===== src/spc_pkg.sv =====
// Constants and types for the serial port control and status block
package spc_pkg;
  localparam logic [7:0] SLAVE_OWN_ADDRESS_OFS = 8'h00_a9;
  localparam logic [7:0] SCTL_OFS = 8'h00_98;
  localparam logic [7:0] PCTL_OFS = 8'h00_87;
  localparam logic [7:0] SLAVE_OWN_ADDRESS_RST = 8'h00_00;
  localparam logic [7:0] SCTL_RST = 8'h00_00;
  localparam logic [7:0] BCAST_MASK_RST = 8'h00_00;
  localparam int B_TOP = 7;
  localparam int B_MLO = 6;
  localparam int B_MPE = 5;
  localparam int B_REN = 4;
  localparam int B_TB8 = 3;
  localparam int B_RB8 = 2;
  localparam int B_TI = 1;
  localparam int B_RI = 0;
  localparam int B_DBL = 7;
  localparam int B_FSEL = 6;
  localparam logic [7:0] DIV_M0 = 8'h00_0c;
  localparam logic [7:0] DIV_M0_X2 = 8'h00_06;
  localparam logic [7:0] DIV_M2 = 8'h00_40;
  localparam logic [7:0] DIV_M2_DBL = 8'h00_20;
  localparam logic [7:0] DIV_M2_X2 = 8'h00_20;
  localparam logic [7:0] DIV_M2_X2_DBL = 8'h00_10;
  localparam logic [3:0] BITS_8 = 4'h8;
  localparam logic [3:0] BITS_9 = 4'h9;
  typedef enum logic [1:0] {SPC_IDLE, SPC_DATA, SPC_STOP} spc_state_e;
endpackage


===== src/spc_serial_port.sv =====
// Serial port control/status registers with a compact transmitter and receiver
`timescale 1ns/100ps
`default_nettype none
module spc_serial_port (
  input wire logic mclk,
  input wire logic rst_b,
  input wire logic [7:0] sfr_addr,
  input wire logic [7:0] sfr_wdata,
  input wire logic sfr_wr,
  output logic [7:0] sfr_rdata,
  input wire logic [7:0] tx_data,
  input wire logic tx_start,
  output logic [7:0] rx_data,
  input wire logic [7:0] addr_mask,
  input wire logic double_speed_option,
  input wire logic baud_tick,
  input wire logic rxd_in,
  output logic txd_out,
  output logic shift_clk_out
);
  import spc_pkg::*;
  logic [7:0] slave_own_address, sctl;
  logic framing_error_flag, framing_select, baud_doubling;
  logic [7:0] div_cnt, rdiv_cnt;
  logic [8:0] tx_sh, rx_sh;
  logic [3:0] tx_cnt, rx_cnt;
  logic rx_prev;
  spc_state_e tx_st, rx_st;
  wire mode_select_hi = sctl[B_TOP];
  wire mode_select_lo = sctl[B_MLO];
  wire multiproc_enable = sctl[B_MPE];
  wire tx_ninth_bit = sctl[B_TB8];
  wire [1:0] mode = {mode_select_hi, mode_select_lo};
  wire mode0 = (mode == 2'b00);
  wire nine = mode[1];
  wire wr_sctl = sfr_wr && (sfr_addr == SCTL_OFS);
  wire wr_pctl = sfr_wr && (sfr_addr == PCTL_OFS);
  wire wr_slave_own_address = sfr_wr && (sfr_addr == SLAVE_OWN_ADDRESS_OFS);
  // Fixed-rate divisor; modes 1 and 3 take the external timer tick
  wire [7:0] div_m2 = double_speed_option ? (baud_doubling ? DIV_M2_X2_DBL : DIV_M2_X2) :
                      (baud_doubling ? DIV_M2_DBL : DIV_M2);
  wire [7:0] div_sel = mode0 ? (double_speed_option ? DIV_M0_X2 : DIV_M0) : div_m2;
  // In modes 0 and 2 the receiver waits half a bit after starting so every later sample lands mid-bit; modes 1 and 3 follow baud_tick
  wire [7:0] div_half = {1'b0, div_sel[7:1]};
  wire fixed_rate = mode0 || (mode == 2'b10);
  wire tx_tick = fixed_rate ? (div_cnt == 8'h00_00) : baud_tick;
  wire rx_tick = fixed_rate ? (rdiv_cnt == 8'h00_00) : baud_tick;
  wire [3:0] nbits = nine ? BITS_9 : BITS_8;
  wire [7:0] given = slave_own_address & addr_mask;
  wire [7:0] bcast = slave_own_address | addr_mask;
  function automatic logic addr_hit(input logic [7:0] a, input logic [7:0] m,
                                    input logic [7:0] g, input logic [7:0] b);
    // Broadcast: zeros of the broadcast byte are don't-care, its ones must all be set
    addr_hit = (((a ^ g) & m) == 8'h00_00) || (((a ^ b) & b) == 8'h00_00);
  endfunction
  wire stop_ok = rxd_in;
  wire ninth_rx = nine ? rx_sh[8] : stop_ok;
  wire mp_on = multiproc_enable && !mode0;
  wire rx_hit = addr_hit(rx_sh[7:0], addr_mask, given, bcast);
  // Address filter: with multiprocessor on, only address frames that match raise done
  wire rx_accept = !mp_on || (ninth_rx && rx_hit) && (nine || stop_ok);
  // The start bit also waits in this state with a zero count; only the stop sample ends a frame
  wire rx_end = (rx_st == SPC_STOP) && rx_tick && !mode0 && (rx_cnt != 4'h0);
  wire rx_m0_end = (rx_st == SPC_DATA) && rx_tick && mode0 && (rx_cnt == BITS_8 - 4'h1);
  wire set_fe = rx_end && !stop_ok;
  wire set_ri = rx_m0_end || (rx_end && rx_accept);
  wire set_ti = (tx_st == SPC_DATA) && tx_tick && (tx_cnt == nbits - 4'h1);
  wire [7:0] top_bit = framing_select ? {7'h00, framing_error_flag} : {7'h00, mode_select_hi};
  wire [7:0] sctl_view = {top_bit[0], sctl[6:0]};
  wire [7:0] pctl_view = {baud_doubling, framing_select, 6'h00};
  assign sfr_rdata = (sfr_addr == SCTL_OFS) ? sctl_view :
                     (sfr_addr == PCTL_OFS) ? pctl_view :
                     (sfr_addr == SLAVE_OWN_ADDRESS_OFS) ? slave_own_address : 8'h00_00;
  always_ff @(posedge mclk) begin
    if (!rst_b) begin
      slave_own_address <= SLAVE_OWN_ADDRESS_RST;
      framing_select <= 1'b0;
      baud_doubling <= 1'b0;
    end else begin
      if (wr_slave_own_address) slave_own_address <= sfr_wdata;
      if (wr_pctl) begin
        baud_doubling <= sfr_wdata[B_DBL];
        framing_select <= sfr_wdata[B_FSEL];
      end
    end
  end
  // Set wins over a same-cycle software clear for all hardware flags
  always_ff @(posedge mclk) begin
    if (!rst_b) begin
      sctl <= SCTL_RST;
      framing_error_flag <= 1'b0;
    end else begin
      if (wr_sctl) begin
        sctl[6:0] <= sfr_wdata[6:0];
        if (!framing_select) sctl[B_TOP] <= sfr_wdata[B_TOP];
      end
      if (wr_sctl && framing_select) framing_error_flag <= sfr_wdata[B_TOP];
      if (set_fe && rx_st != SPC_IDLE) framing_error_flag <= 1'b1;
      if (set_ti) sctl[B_TI] <= 1'b1;
      if (set_ri) sctl[B_RI] <= 1'b1;
      if (rx_end && rx_accept) sctl[B_RB8] <= ninth_rx;
    end
  end
  always_ff @(posedge mclk) begin
    if (!rst_b) begin
      div_cnt <= 8'h00_00;
      rdiv_cnt <= 8'h00_00;
    end else begin
      div_cnt <= (tx_st == SPC_IDLE || div_cnt == 8'h00_00) ? div_sel - 8'h00_01 : div_cnt - 8'h00_01;
      rdiv_cnt <= (rx_st == SPC_IDLE) ? div_half - 8'h00_01 :
                  (rdiv_cnt == 8'h00_00) ? div_sel - 8'h00_01 : rdiv_cnt - 8'h00_01;
    end
  end
  always_ff @(posedge mclk) begin
    if (!rst_b) begin
      tx_st <= SPC_IDLE;
      tx_sh <= 9'h1ff;
      tx_cnt <= 4'h0;
      txd_out <= 1'b1;
    end else begin
      case (tx_st)
        SPC_IDLE: if (tx_start) begin
          tx_sh <= {tx_ninth_bit, tx_data};
          tx_cnt <= 4'h0;
          txd_out <= mode0 ? tx_data[0] : 1'b0;
          tx_st <= mode0 ? SPC_DATA : SPC_STOP;
        end
        SPC_STOP: if (tx_tick) begin
          if (txd_out == 1'b0) begin
            txd_out <= tx_sh[0];
            tx_st <= SPC_DATA;
          end else tx_st <= SPC_IDLE;
        end
        SPC_DATA: if (tx_tick) begin
          tx_sh <= {1'b1, tx_sh[8:1]};
          tx_cnt <= tx_cnt + 4'h1;
          if (tx_cnt == nbits - 4'h1 || (mode0 && tx_cnt == BITS_8 - 4'h1)) begin
            txd_out <= 1'b1;
            tx_st <= mode0 ? SPC_IDLE : SPC_STOP;
          end else txd_out <= tx_sh[1];
        end
        default: tx_st <= SPC_IDLE;
      endcase
    end
  end
  assign shift_clk_out = mode0 && (tx_st == SPC_DATA) && (div_cnt < {1'b0, div_sel[7:1]});
  always_ff @(posedge mclk) begin
    if (!rst_b) begin
      rx_st <= SPC_IDLE;
      rx_sh <= 9'h000;
      rx_cnt <= 4'h0;
      rx_prev <= 1'b1;
      rx_data <= 8'h00_00;
    end else begin
      rx_prev <= rxd_in;
      case (rx_st)
        SPC_IDLE: if (sctl[B_REN] && (mode0 || (rx_prev && !rxd_in))) begin
          rx_cnt <= 4'h0;
          rx_st <= mode0 ? SPC_DATA : SPC_STOP;
        end
        SPC_STOP: if (rx_tick) begin
          if (rx_cnt == 4'h0) begin
            rx_st <= SPC_DATA;
          end else begin
            if (rx_accept) rx_data <= rx_sh[7:0];
            rx_st <= SPC_IDLE;
          end
        end
        SPC_DATA: if (rx_tick) begin
          rx_sh <= nine || mode0 ? {rxd_in, rx_sh[8:1]} : {1'b0, rxd_in, rx_sh[7:1]};
          rx_cnt <= rx_cnt + 4'h1;
          if (mode0 && rx_cnt == BITS_8 - 4'h1) begin
            rx_data <= {rxd_in, rx_sh[8:2]};
            rx_st <= SPC_IDLE;
          end else if (!mode0 && rx_cnt == nbits - 4'h1) rx_st <= SPC_STOP;
        end
        default: rx_st <= SPC_IDLE;
      endcase
    end
  end
  fe_sticky_a: assert property (@(posedge mclk) disable iff (!rst_b)
    framing_error_flag && !(wr_sctl && framing_select) |=> framing_error_flag)
    else $error("framing flag dropped without software");
  fe_set_a: assert property (@(posedge mclk) disable iff (!rst_b)
    set_fe && rx_st != SPC_IDLE |=> framing_error_flag)
    else $error("framing flag not set");
  ti_hold_a: assert property (@(posedge mclk) disable iff (!rst_b)
    sctl[B_TI] && !wr_sctl |=> sctl[B_TI])
    else $error("tx done cleared by hardware");
  ri_set_a: assert property (@(posedge mclk) disable iff (!rst_b)
    set_ri |=> sctl[B_RI])
    else $error("rx done not set");
  ti_set_a: assert property (@(posedge mclk) disable iff (!rst_b)
    set_ti |=> sctl[B_TI])
    else $error("tx done not set");
  top_view_a: assert property (@(posedge mclk) disable iff (!rst_b)
    (sfr_addr == SCTL_OFS) |-> sfr_rdata[7] == (framing_select ? framing_error_flag : mode_select_hi))
    else $error("bit 7 view wrong");
  rx_gate_a: assert property (@(posedge mclk) disable iff (!rst_b)
    rx_st == SPC_IDLE && !sctl[B_REN] |=> rx_st == SPC_IDLE)
    else $error("receiver started while disabled");
  slave_own_address_rst_a: assert property (@(posedge mclk)
    !rst_b |=> slave_own_address == 8'h00_00)
    else $error("own address not reset");
endmodule // spc_serial_port
`default_nettype wire


===== config.mk =====
export PLATFORM = sky130hd
export DESIGN_NAME = spc_serial_port
export DESIGN_NICKNAME = d
export VERILOG_FILES = /design/src/spc_pkg.sv /design/src/spc_serial_port.sv
export SDC_FILE = /design/constraint.sdc
export NUM_CORES = 1
export LEC_CHECK = 0
export BUFFER_PORTS_ARGS = -buffer_cell sky130_fd_sc_hd__clkbuf_2
export CORE_MARGIN = 10
export CORE_UTILIZATION = 31
export CTS_CLUSTER_DIAMETER = 60
export DETAILED_ROUTE_END_ITERATION = 16
export GPL_TIMING_DRIVEN = 0
export PLACE_DENSITY_LB_ADDON = 0.3
export SYNTH_ARGS = -nofsm -noshare
export SYNTH_HDL_FRONTEND = slang
export SYNTH_SLANG_ARGS = --single-unit

===== constraint.sdc =====
create_clock -name mclk -period 1.8 [get_ports mclk]
set_input_delay 0.09 -clock mclk [delete_from_list [all_inputs] [get_ports mclk]]
set_output_delay 0.09 -clock mclk [all_outputs]
set_load 0.01 [all_outputs]

Word-level counts from Yosys, hierarchy flattened
Cells that the tools add are included.
- bits in registers: 75
- bits of input ports: 39
- output and inout port bits: 18
- logic and storage cells: 181
- $add $sub $neg: 7
- $lt $le $gt $ge: 1
- equal/unequal tests: 23
- muxes and demuxes: 60
- bitwise operators: 7
- reductions and logical operators: 63
- operators by type and width (kind ; count):
    2-to-1 mux 8 bit ; 11
    zero test 8 bit ; 4
    2-to-1 mux 9 bit ; 3
    logical AND 1 bit ; 25
    bitwise AND 8 bit ; 3
    == test 8 bit (second input constant) ; 3
    2-to-1 mux 2 bit ; 11
    2-to-1 mux 7 bit ; 3
    2-to-1 mux 4 bit ; 5
    2-to-1 mux 1 bit ; 18
    one-hot mux 9 bit (2 select lines) ; 1
    != test 2 bit (second input constant) ; 8
    one-hot mux 4 bit (2 select lines) ; 2
    one-hot mux 8 bit (2 select lines) ; 1
    nonzero test 2 bit ; 8
    subtractor 8 x 1 -> 8 bit (second input constant) ; 2
    XOR 8 bit ; 2
    one-hot mux 2 bit (3 select lines) ; 2
    AND reduction 4 bit ; 3
    logical OR 1 bit ; 9
    adder 4 x 1 -> 4 bit (second input constant) ; 2
    == test 4 x 3 -> 1 bit (second input constant) ; 2
    == test 4 bit ; 2
    < comparator 8 x 6 -> 1 bit ; 1
    other kinds (20) ; 30

Depth between registers and ports, before layout
Gate-level depths: netlist of run 1.
- depth in word-level cells: 12
- gate-level depth with buffers: 9
- mapped depth without buffers: 7

Worst setup path before layout of run 1
No wires, ideal clock.
- kind: reg2reg
- start: reg div_cnt[4]
- end: reg tx_sh[6]
- library setup time: 0.145 ns
- arrival: 1.634 ns
- required time: 1.655 ns
- path slack: 0.021 ns
- cell stages (with the launch flop): 8
- buffers on the path: 2
- clock period less this slack: 1.779 ns
- cell sequence: dfxtp_1 -> nor4_4 -> a41oi_4 -> a211o_1 -> buf_6 -> buf_8 -> nand2_1 -> o211ai_2
- word-level cells in the longest chain between the ends: 4
- RTL lines (element ; RTL line ; RTL):
    start: declaration ; spc_serial_port.sv:24 ; logic [7:0] div_cnt, rdiv_cnt;
    start signal: assignment ; spc_serial_port.sv:109 ; div_cnt <= (tx_st == SPC_IDLE || div_cnt == 8'h00_00) ? div_sel - 8'h00_01 : div_cnt - 8'h00_01;
    zero test 8 bit ; spc_serial_port.sv:46 ; wire tx_tick = fixed_rate ? (div_cnt == 8'h00_00) : baud_tick;
    2-to-1 mux 1 bit ; spc_serial_port.sv:46 ;
    != test 2 bit (no line) ; - ;
    AND reduction 3 bit (no line) ; - ;
    end signal: assignment ; spc_serial_port.sv:123 ; tx_sh <= {tx_ninth_bit, tx_data};
    end signal: assignment ; spc_serial_port.sv:135 ; tx_sh <= {1'b1, tx_sh[8:1]};
    end: declaration ; spc_serial_port.sv:25 ; logic [8:0] tx_sh, rx_sh;
Every way passes these cells.
A chain may end at the register's enable or synchronous reset.

Worst setup path in the final report of run 1
- start: reg baud_doubling
- end: out shift_clk_out
- word-level cells in the longest chain between the ends: 5
- elaborated cells on any way between the ends: 6
- RTL lines (element ; RTL line ; RTL):
    start: declaration ; spc_serial_port.sv:23 ; logic framing_error_flag, framing_select, baud_doubling;
    start signal: assignment ; spc_serial_port.sv:82 ; baud_doubling <= sfr_wdata[B_DBL];
    2-to-1 mux 6 bit / 2-to-1 mux 7 bit (equally long branches) ; spc_serial_port.sv:40, spc_serial_port.sv:41 ;
    2-to-1 mux 7 bit (*) ; spc_serial_port.sv:40 ; wire [7:0] div_m2 = double_speed_option ? (baud_doubling ? DIV_M2_X2_DBL : DIV_M2_X2) :
    2-to-1 mux 7 bit (*) ; spc_serial_port.sv:42 ; wire [7:0] div_sel = mode0 ? (double_speed_option ? DIV_M0_X2 : DIV_M0) : div_m2;
    < comparator 8 x 6 -> 1 bit (*) ; spc_serial_port.sv:146 ; assign shift_clk_out = mode0 && (tx_st == SPC_DATA) && (div_cnt < {1'b0, div_sel[7:1]});
    logical AND 1 bit (*) ; spc_serial_port.sv:146 ;
    end: declaration ; spc_serial_port.sv:19 ; output logic shift_clk_out
Every way passes the cells marked *; elsewhere a longest branch is shown, timed or not.

==> reports/results.txt, run 1 <==
Power Density - 1040 nW/um^2
Rows - 43
Leading cell type in the layout, fill and taps excluded - dfxtp_1
CTS sink cnt - 75
Setup violators final - 19
Fraction of the mapped netlist area in simple logic gates - 25.1%
Worst skew pair latency - 0.34 ns
Final worst slack - -0.225 ns
Most frequent cells in the layout - 66 x dfxtp_1, 65 x nand2_1, 55 x clkbuf_2, 50 x nor2_1, 39 x a21oi_1
Synth warn - 0
Die extent in x - 140 um
DR vias/cell - 5.34
Clock Skew - 0.00558 ns
Failing checks - setup timing
F_max - 494 MHz
Largest net degree at the start of global routing - 13
Req. time, crit path - 1.71 ns
Slew margin rel. - 52.5%
Gpl congestion - 0.851
Final cell count without fillers - 812
Post-Synth Adder-Cell Area - 5.03%
Synth Area in XOR/XNOR - 4.11%
Vias in the first global route - 4258
Die height - 140 um
Num ports - 57
Total routed wirelength - 13500 um
Synth unique cells - 69
Post-synthesis mux area share - 6.56%
Global-route wire length before repair - 21400 um
Seq/Total Area, Yosys - 33.5%
Worst path arrival time - 1.93 ns
TritonCTS clock tree - built
Vias post-DR - 4334
EDFF count, synth - 0
Post-synthesis area per instance - 8.26 um^2
Worst Path Max Fanout - 2
Mapped cell area - 4480 um^2
Detailed Route Iter0 Violations - 342
TritonCTS Buffers - 9
Worst hold path class - input pin to flop
DP Worst Slack - -0.455 ns
Peak supply drop - 0.501 mV
DRC - 0
Synth top area share - 33.5%
Seq cells post-synth - 75
Synth Instances - 542
Post-synthesis net count - 599
Ant diodes - 0
H-tree lvl count - 3
Crit Path Category - flop to output port
GRT overflow - 0
Outcome - finished with violations
Critical Path Sink Type - output port
Complex-gate fraction of the synthesized area - 21.0%
Pleak - 0.00237 uW
Root buf cell - clkbuf_16
Ys async rst share - 0%
Ys flop type - dfxtp_1
Layout cells sized above 1 - 28.6%
Antenna violations before repair - 0
ANT nets after route - 0
Total GRT Usage - 13.1%
Worst-path clk slew - 0.06 ns
Layout Nets - 684
Fin crit share - 112%
Type of origin of the critical path - flop
Combinational family with the most area after synthesis - simple AND/OR/NAND/NOR gates
Area growth, synth to finish - 29.4%
Max-slew violations - 0
Routed length per instance - 16.7 um
Tmin final - 2.02 ns
Initial cell density of the core - 31.9%
Worst hold margin - 0.00959 ns
Detailed-router iteration count before antenna repair - 5
Final hold violations - 0
Port Buffers - 54
Largest cells by area after synthesis - dfxtp_1 34%, nand2_1 6.3%, mux2i_1 5.8%
DP HPWL - 9500 um
Placed instance count - 776
Final Util - 41.3%
Clock Tree Buf Depth - 2
Post-synth top area cell - dfxtp_1
Die ar. - 19700 um^2
RSZ-0062 raised after global routing - true
Worst Tran Pin Value - 0.712 ns
Core area - 14000 um^2
Setup TNS - -1.29 ns
Max-Cap Viols - 0
worst max-delay path: stages (launching register included):
cell     delay [ns]
dfxtp_4        0.36
inv_2          0.05
ha_4           0.26
nand2_1        0.06
ha_1           0.28
or2_4          0.24
a21oi_2        0.11
a21o_1         0.13
buf_6          0.11
per-stage QoR:
| step | cell area [um^2] | total power [uW] |
|---|---|---|
| 3_5_place_dp | 4970 | 3540 |
| 6_report | 5800 | 6030 |
| 2_1_floorplan | 4480 | 3180 |
| 3_3_place_gp | 4970 | 3510 |
| 4_1_cts | 5600 | 5910 |
| 5_1_grt | 5800 | 6360 |
sequential cells by signal (all words and copies together) (netlist names):
signal,count
baud_doubling,1
div_cnt,8
framing_error_flag,1
framing_select,1
rdiv_cnt,8
rx_cnt,4
rx_data,8
rx_prev,1
rx_sh,9
rx_st,2
sctl,8
slave_own_address,8
tx_cnt,4
tx_sh,9
tx_st,2
txd_out,1
final timing paths:
check	slack [ns]	to	cells past startpoint	startpoint
max	-0.22	shift_clk_out	8	baud_doubling
max reg2reg	-0.12	rx_data[3]	7	rx_cnt[0]
min reg2reg	0.46	rx_data[5]	2	rx_data[5]
min	0.01	slave_own_address[3]	3	sfr_wdata[3]
power breakdown:
group / total [uW] / switching, uW / leakage, uW / internal [uW]
clock network: 2020 / 694 / 0.000166 / 1330
logic: 2000 / 1040 / 0.00159 / 962
registers: 2000 / 163 / 0.000615 / 1840
total: 6030 / 1900 / 0.00237 / 4130
layout make-up:
class                   instances  area [um^2]
plain buffers                  25          149
clock buffers                  13          270
clock inverters                 3         68.8
repair buffers                 80          523
well taps                     180          225
multi-input cells             420         2970
flip-flops and latches         75         1520
inverters                      16         65.1
fillers                      1396         8250
Yosys cell counts, types with 7 or more instances:
cell       n
nor2_1    53
or3_1     10
ha_1      18
a21oi_1   45
clkbuf_1  20
nor3_1    10
nand3_1   21
nand2_1   75
dfxtp_1   75
o211ai_2   8
mux2i_1   26
inv_1     15
o21ai_0   13
a211oi_1   9
xor2_1    14
xnor2_1    7
timing repair:
item,4_1_cts,5_1_grt
endpoints found under the setup margin,46,58
hold buffers,2,0
cloned,1,1
endpoints found under the hold margin,2,0
pin swaps,12,11
resized for setup,48,47
buffers inserted,15,7
cells by family after synthesis:
family	after synthesis
adders and majority gates	18
and+or+nand+nor	220
DFF	75
muxes	29
AOI/OAI and AO/OA	132
xor gates and xnor gates	21
buffers and inverters	47
per-layer routing:
layer / vias up / wire length, um / GRT usage (%)
li1: 2129 / - / -
met4: 0 / 214 / 5.22
met3: 18 / 740 / 3.21
met5: - / 0 / 0
met2: 115 / 6390 / 20.7
met1: 2072 / 6180 / 16.8
No activity file was read; power rests on OpenSTA's default activity.
==> run 2, diff against run 1 <==
RECOVER_POWER = 25   (was default)
==> reports/results.txt, run 2 (synthesis results as in run 1) <==
Layout cells sized above 1 - 27.2% (was 28.6%)
Total GRT Usage - 13.1% (unchanged)
Die ar. - 19700 um^2 (unchanged)
Die height - 140 um (unchanged)
H-tree lvl count - 3 (unchanged)
R2r setup slk - -0.12 ns (about the same)
Most frequent cells in the layout - 66 x dfxtp_1, 65 x nand2_1, 50 x nor2_1, 46 x clkbuf_2, 39 x a21oi_1 (was 66 x dfxtp_1, 65 x nand2_1, 55 x clkbuf_2, 50 x nor2_1, 39 x a21oi_1)
RSZ-0062 raised after global routing - true (unchanged)
Largest regs - rx_sh x9, tx_sh x9 (unchanged)
Root buf cell - clkbuf_16 (unchanged)
Final instance area - 5790 um^2 (was 5800 um^2)
Vias in the first global route - 4258 (unchanged)
Max-Cap Viols - 0 (unchanged)
Critical Path Sink Type - output port (unchanged)
DP Area - 4970 um^2 (unchanged)
TritonCTS Buffers - 9 (unchanged)
Worst hold path class - input pin to flop (unchanged)
Routed length per instance - 16.7 um (about the same)
Ant diodes - 0 (unchanged)
Failing checks - setup timing (unchanged)
Core area - 14000 um^2 (unchanged)
Clock Skew - 0.00628 ns (was 0.00558 ns)
Power Density - 1040 nW/um^2 (about the same)
Leading cell type in the layout, fill and taps excluded - dfxtp_1 (unchanged)
Layout Nets - 684 (unchanged)
DP HPWL - 9500 um (unchanged)
Register area - 1520 um^2 (unchanged)
Hold path start - sfr_wdata[3] (unchanged)
Detailed-router iteration count before antenna repair - 5 (unchanged)
TritonCTS clock tree - built (unchanged)
GRT overflow - 0 (unchanged)
Multi-input gate area - 2970 um^2 (unchanged)
ANT nets after route - 0 (unchanged)
Rows - 43 (unchanged)
Area growth, synth to finish - 29.2% (was 29.4%)
Pleak - 0.00234 uW (was 0.00237 uW)
Detailed Route Iter0 Violations - 342 (unchanged)
Initial cell density of the core - 31.9% (unchanged)
Worst path arrival time - 1.94 ns (was 1.93 ns)
Setup violators final - 19 (unchanged)
Die extent in x - 140 um (unchanged)
Total routed wirelength - 13600 um (was 13500 um)
Antenna violations before repair - 0 (unchanged)
Worst skew pair latency - 0.34 ns (about the same)
Vias post-DR - 4349 (was 4334)
Port Buffers - 54 (unchanged)
FILL cells - 1404 (was 1396)
Hold depth - 3 (unchanged)
Final worst slack - -0.229 ns (was -0.225 ns)
Global-route wire length before repair - 21400 um (unchanged)
Tmin final - 2.03 ns (was 2.02 ns)
Slew margin rel. - 52.4% (was 52.5%)
Crit Path Category - flop to output port (unchanged)
Outcome - finished with violations (unchanged)
F_max - 493 MHz (was 494 MHz)
Req. time, crit path - 1.71 ns (about the same)
Worst Tran Pin Value - 0.714 ns (was 0.712 ns)
Worst reg2reg endpoint - rx_data[3] (unchanged)
Num ports - 57 (unchanged)
Worst hold margin - 0.00986 ns (was 0.00959 ns)
CTS sink cnt - 75 (unchanged)
Final hold violations - 0 (unchanged)
Clock Tree Buf Depth - 2 (unchanged)
Worst r2r src - rx_cnt[0] (unchanged)
Gpl congestion - 0.851 (unchanged)
Type of origin of the critical path - flop (unchanged)
Largest net degree at the start of global routing - 13 (unchanged)
DRC - 0 (unchanged)
R2R cell count - 7 (unchanged)
Fin crit share - 113% (was 112%)
WHS Endpoint - slave_own_address[3] (unchanged)
Peak supply drop - 0.501 mV (about the same)
Max-slew violations - 0 (unchanged)
DR vias/cell - 5.36 (was 5.34)
Worst Path Max Fanout - 2 (unchanged)
Worst-path clk slew - 0.06 ns (about the same)
run 2: final cells by class:
| type | instances | share of cell area, % |
|---|---|---|
| clock buffers | 13 | 4.67 |
| clock inverters | 3 | 1.19 |
| repair buffers | 80 | 8.85 |
| well taps | 180 | 3.89 |
| plain buffers | 25 | 2.57 |
| multi-input cells | 420 | 51.4 |
| flip-flops and latches | 75 | 26.3 |
| inverters | 16 | 1.12 |
run 2: through the flow:
step	worst slack, ns	TNS, ns	util (%)	cells	power, uW
6_report	-0.229	-1.31	41.2	812	6020
3_3_place_gp	-0.472	-7.85	35.4	776	3510
2_1_floorplan	0.0208	0	-	542	3180
3_5_place_dp	-0.455	-8.64	35.4	776	3540
5_1_grt	-0.303	-3.85	41.2	812	6360
4_1_cts	-0.248	-1.06	39.9	805	5910
run 2: power breakdown:
part / internal, uW / switching, uW
sequential: 1840 / 162
clock: 1330 / 696
combinational: 960 / 1040
total: 4130 / 1900
run 2: worst max-delay path by stage:
stage	startpoint	endpoint	cells after the start	slack (ns)
floorplan	div_cnt[4]	tx_sh[6]	7	0.02
global placement	sctl[6]	shift_clk_out	9	-0.47
detailed placement	sctl[6]	shift_clk_out	9	-0.45
CTS	sctl[7]	shift_clk_out	7	-0.25
global route	sctl[7]	shift_clk_out	7	-0.30
finish	baud_doubling	shift_clk_out	8	-0.23
run 2: routing by layer:
metal | global-route usage [%] | vias to the layer above | part of all wire [%]
li1 | - | 2127 | -
met1 | 16.8 | 2083 | 45
met2 | 20.7 | 117 | 47
met3 | 3.21 | 22 | 5.8
met4 | 5.22 | 0 | 1.6
met5 | 0 | - | 0
run 2: worst max-delay path, stage by stage (launching register included):
cell and delay (ns):
dfxtp_4 0.36, inv_2 0.05, ha_4 0.26, nand2_1 0.06, ha_1 0.28, or2_4 0.24
a21oi_2 0.11, a21o_1 0.13, buf_6 0.11
run 2: what timing repair did:
| item | CTS | global route |
|---|---|---|
| hold buffers | 2 | 0 |
| setup endpoints to repair | 46 | 58 |
| gates resized for setup | 48 | 47 |
| pin swaps | 12 | 11 |
| gates cloned | 1 | 1 |
| buffers inserted | 15 | 7 |
| hold endpoints to repair | 2 | 0 |
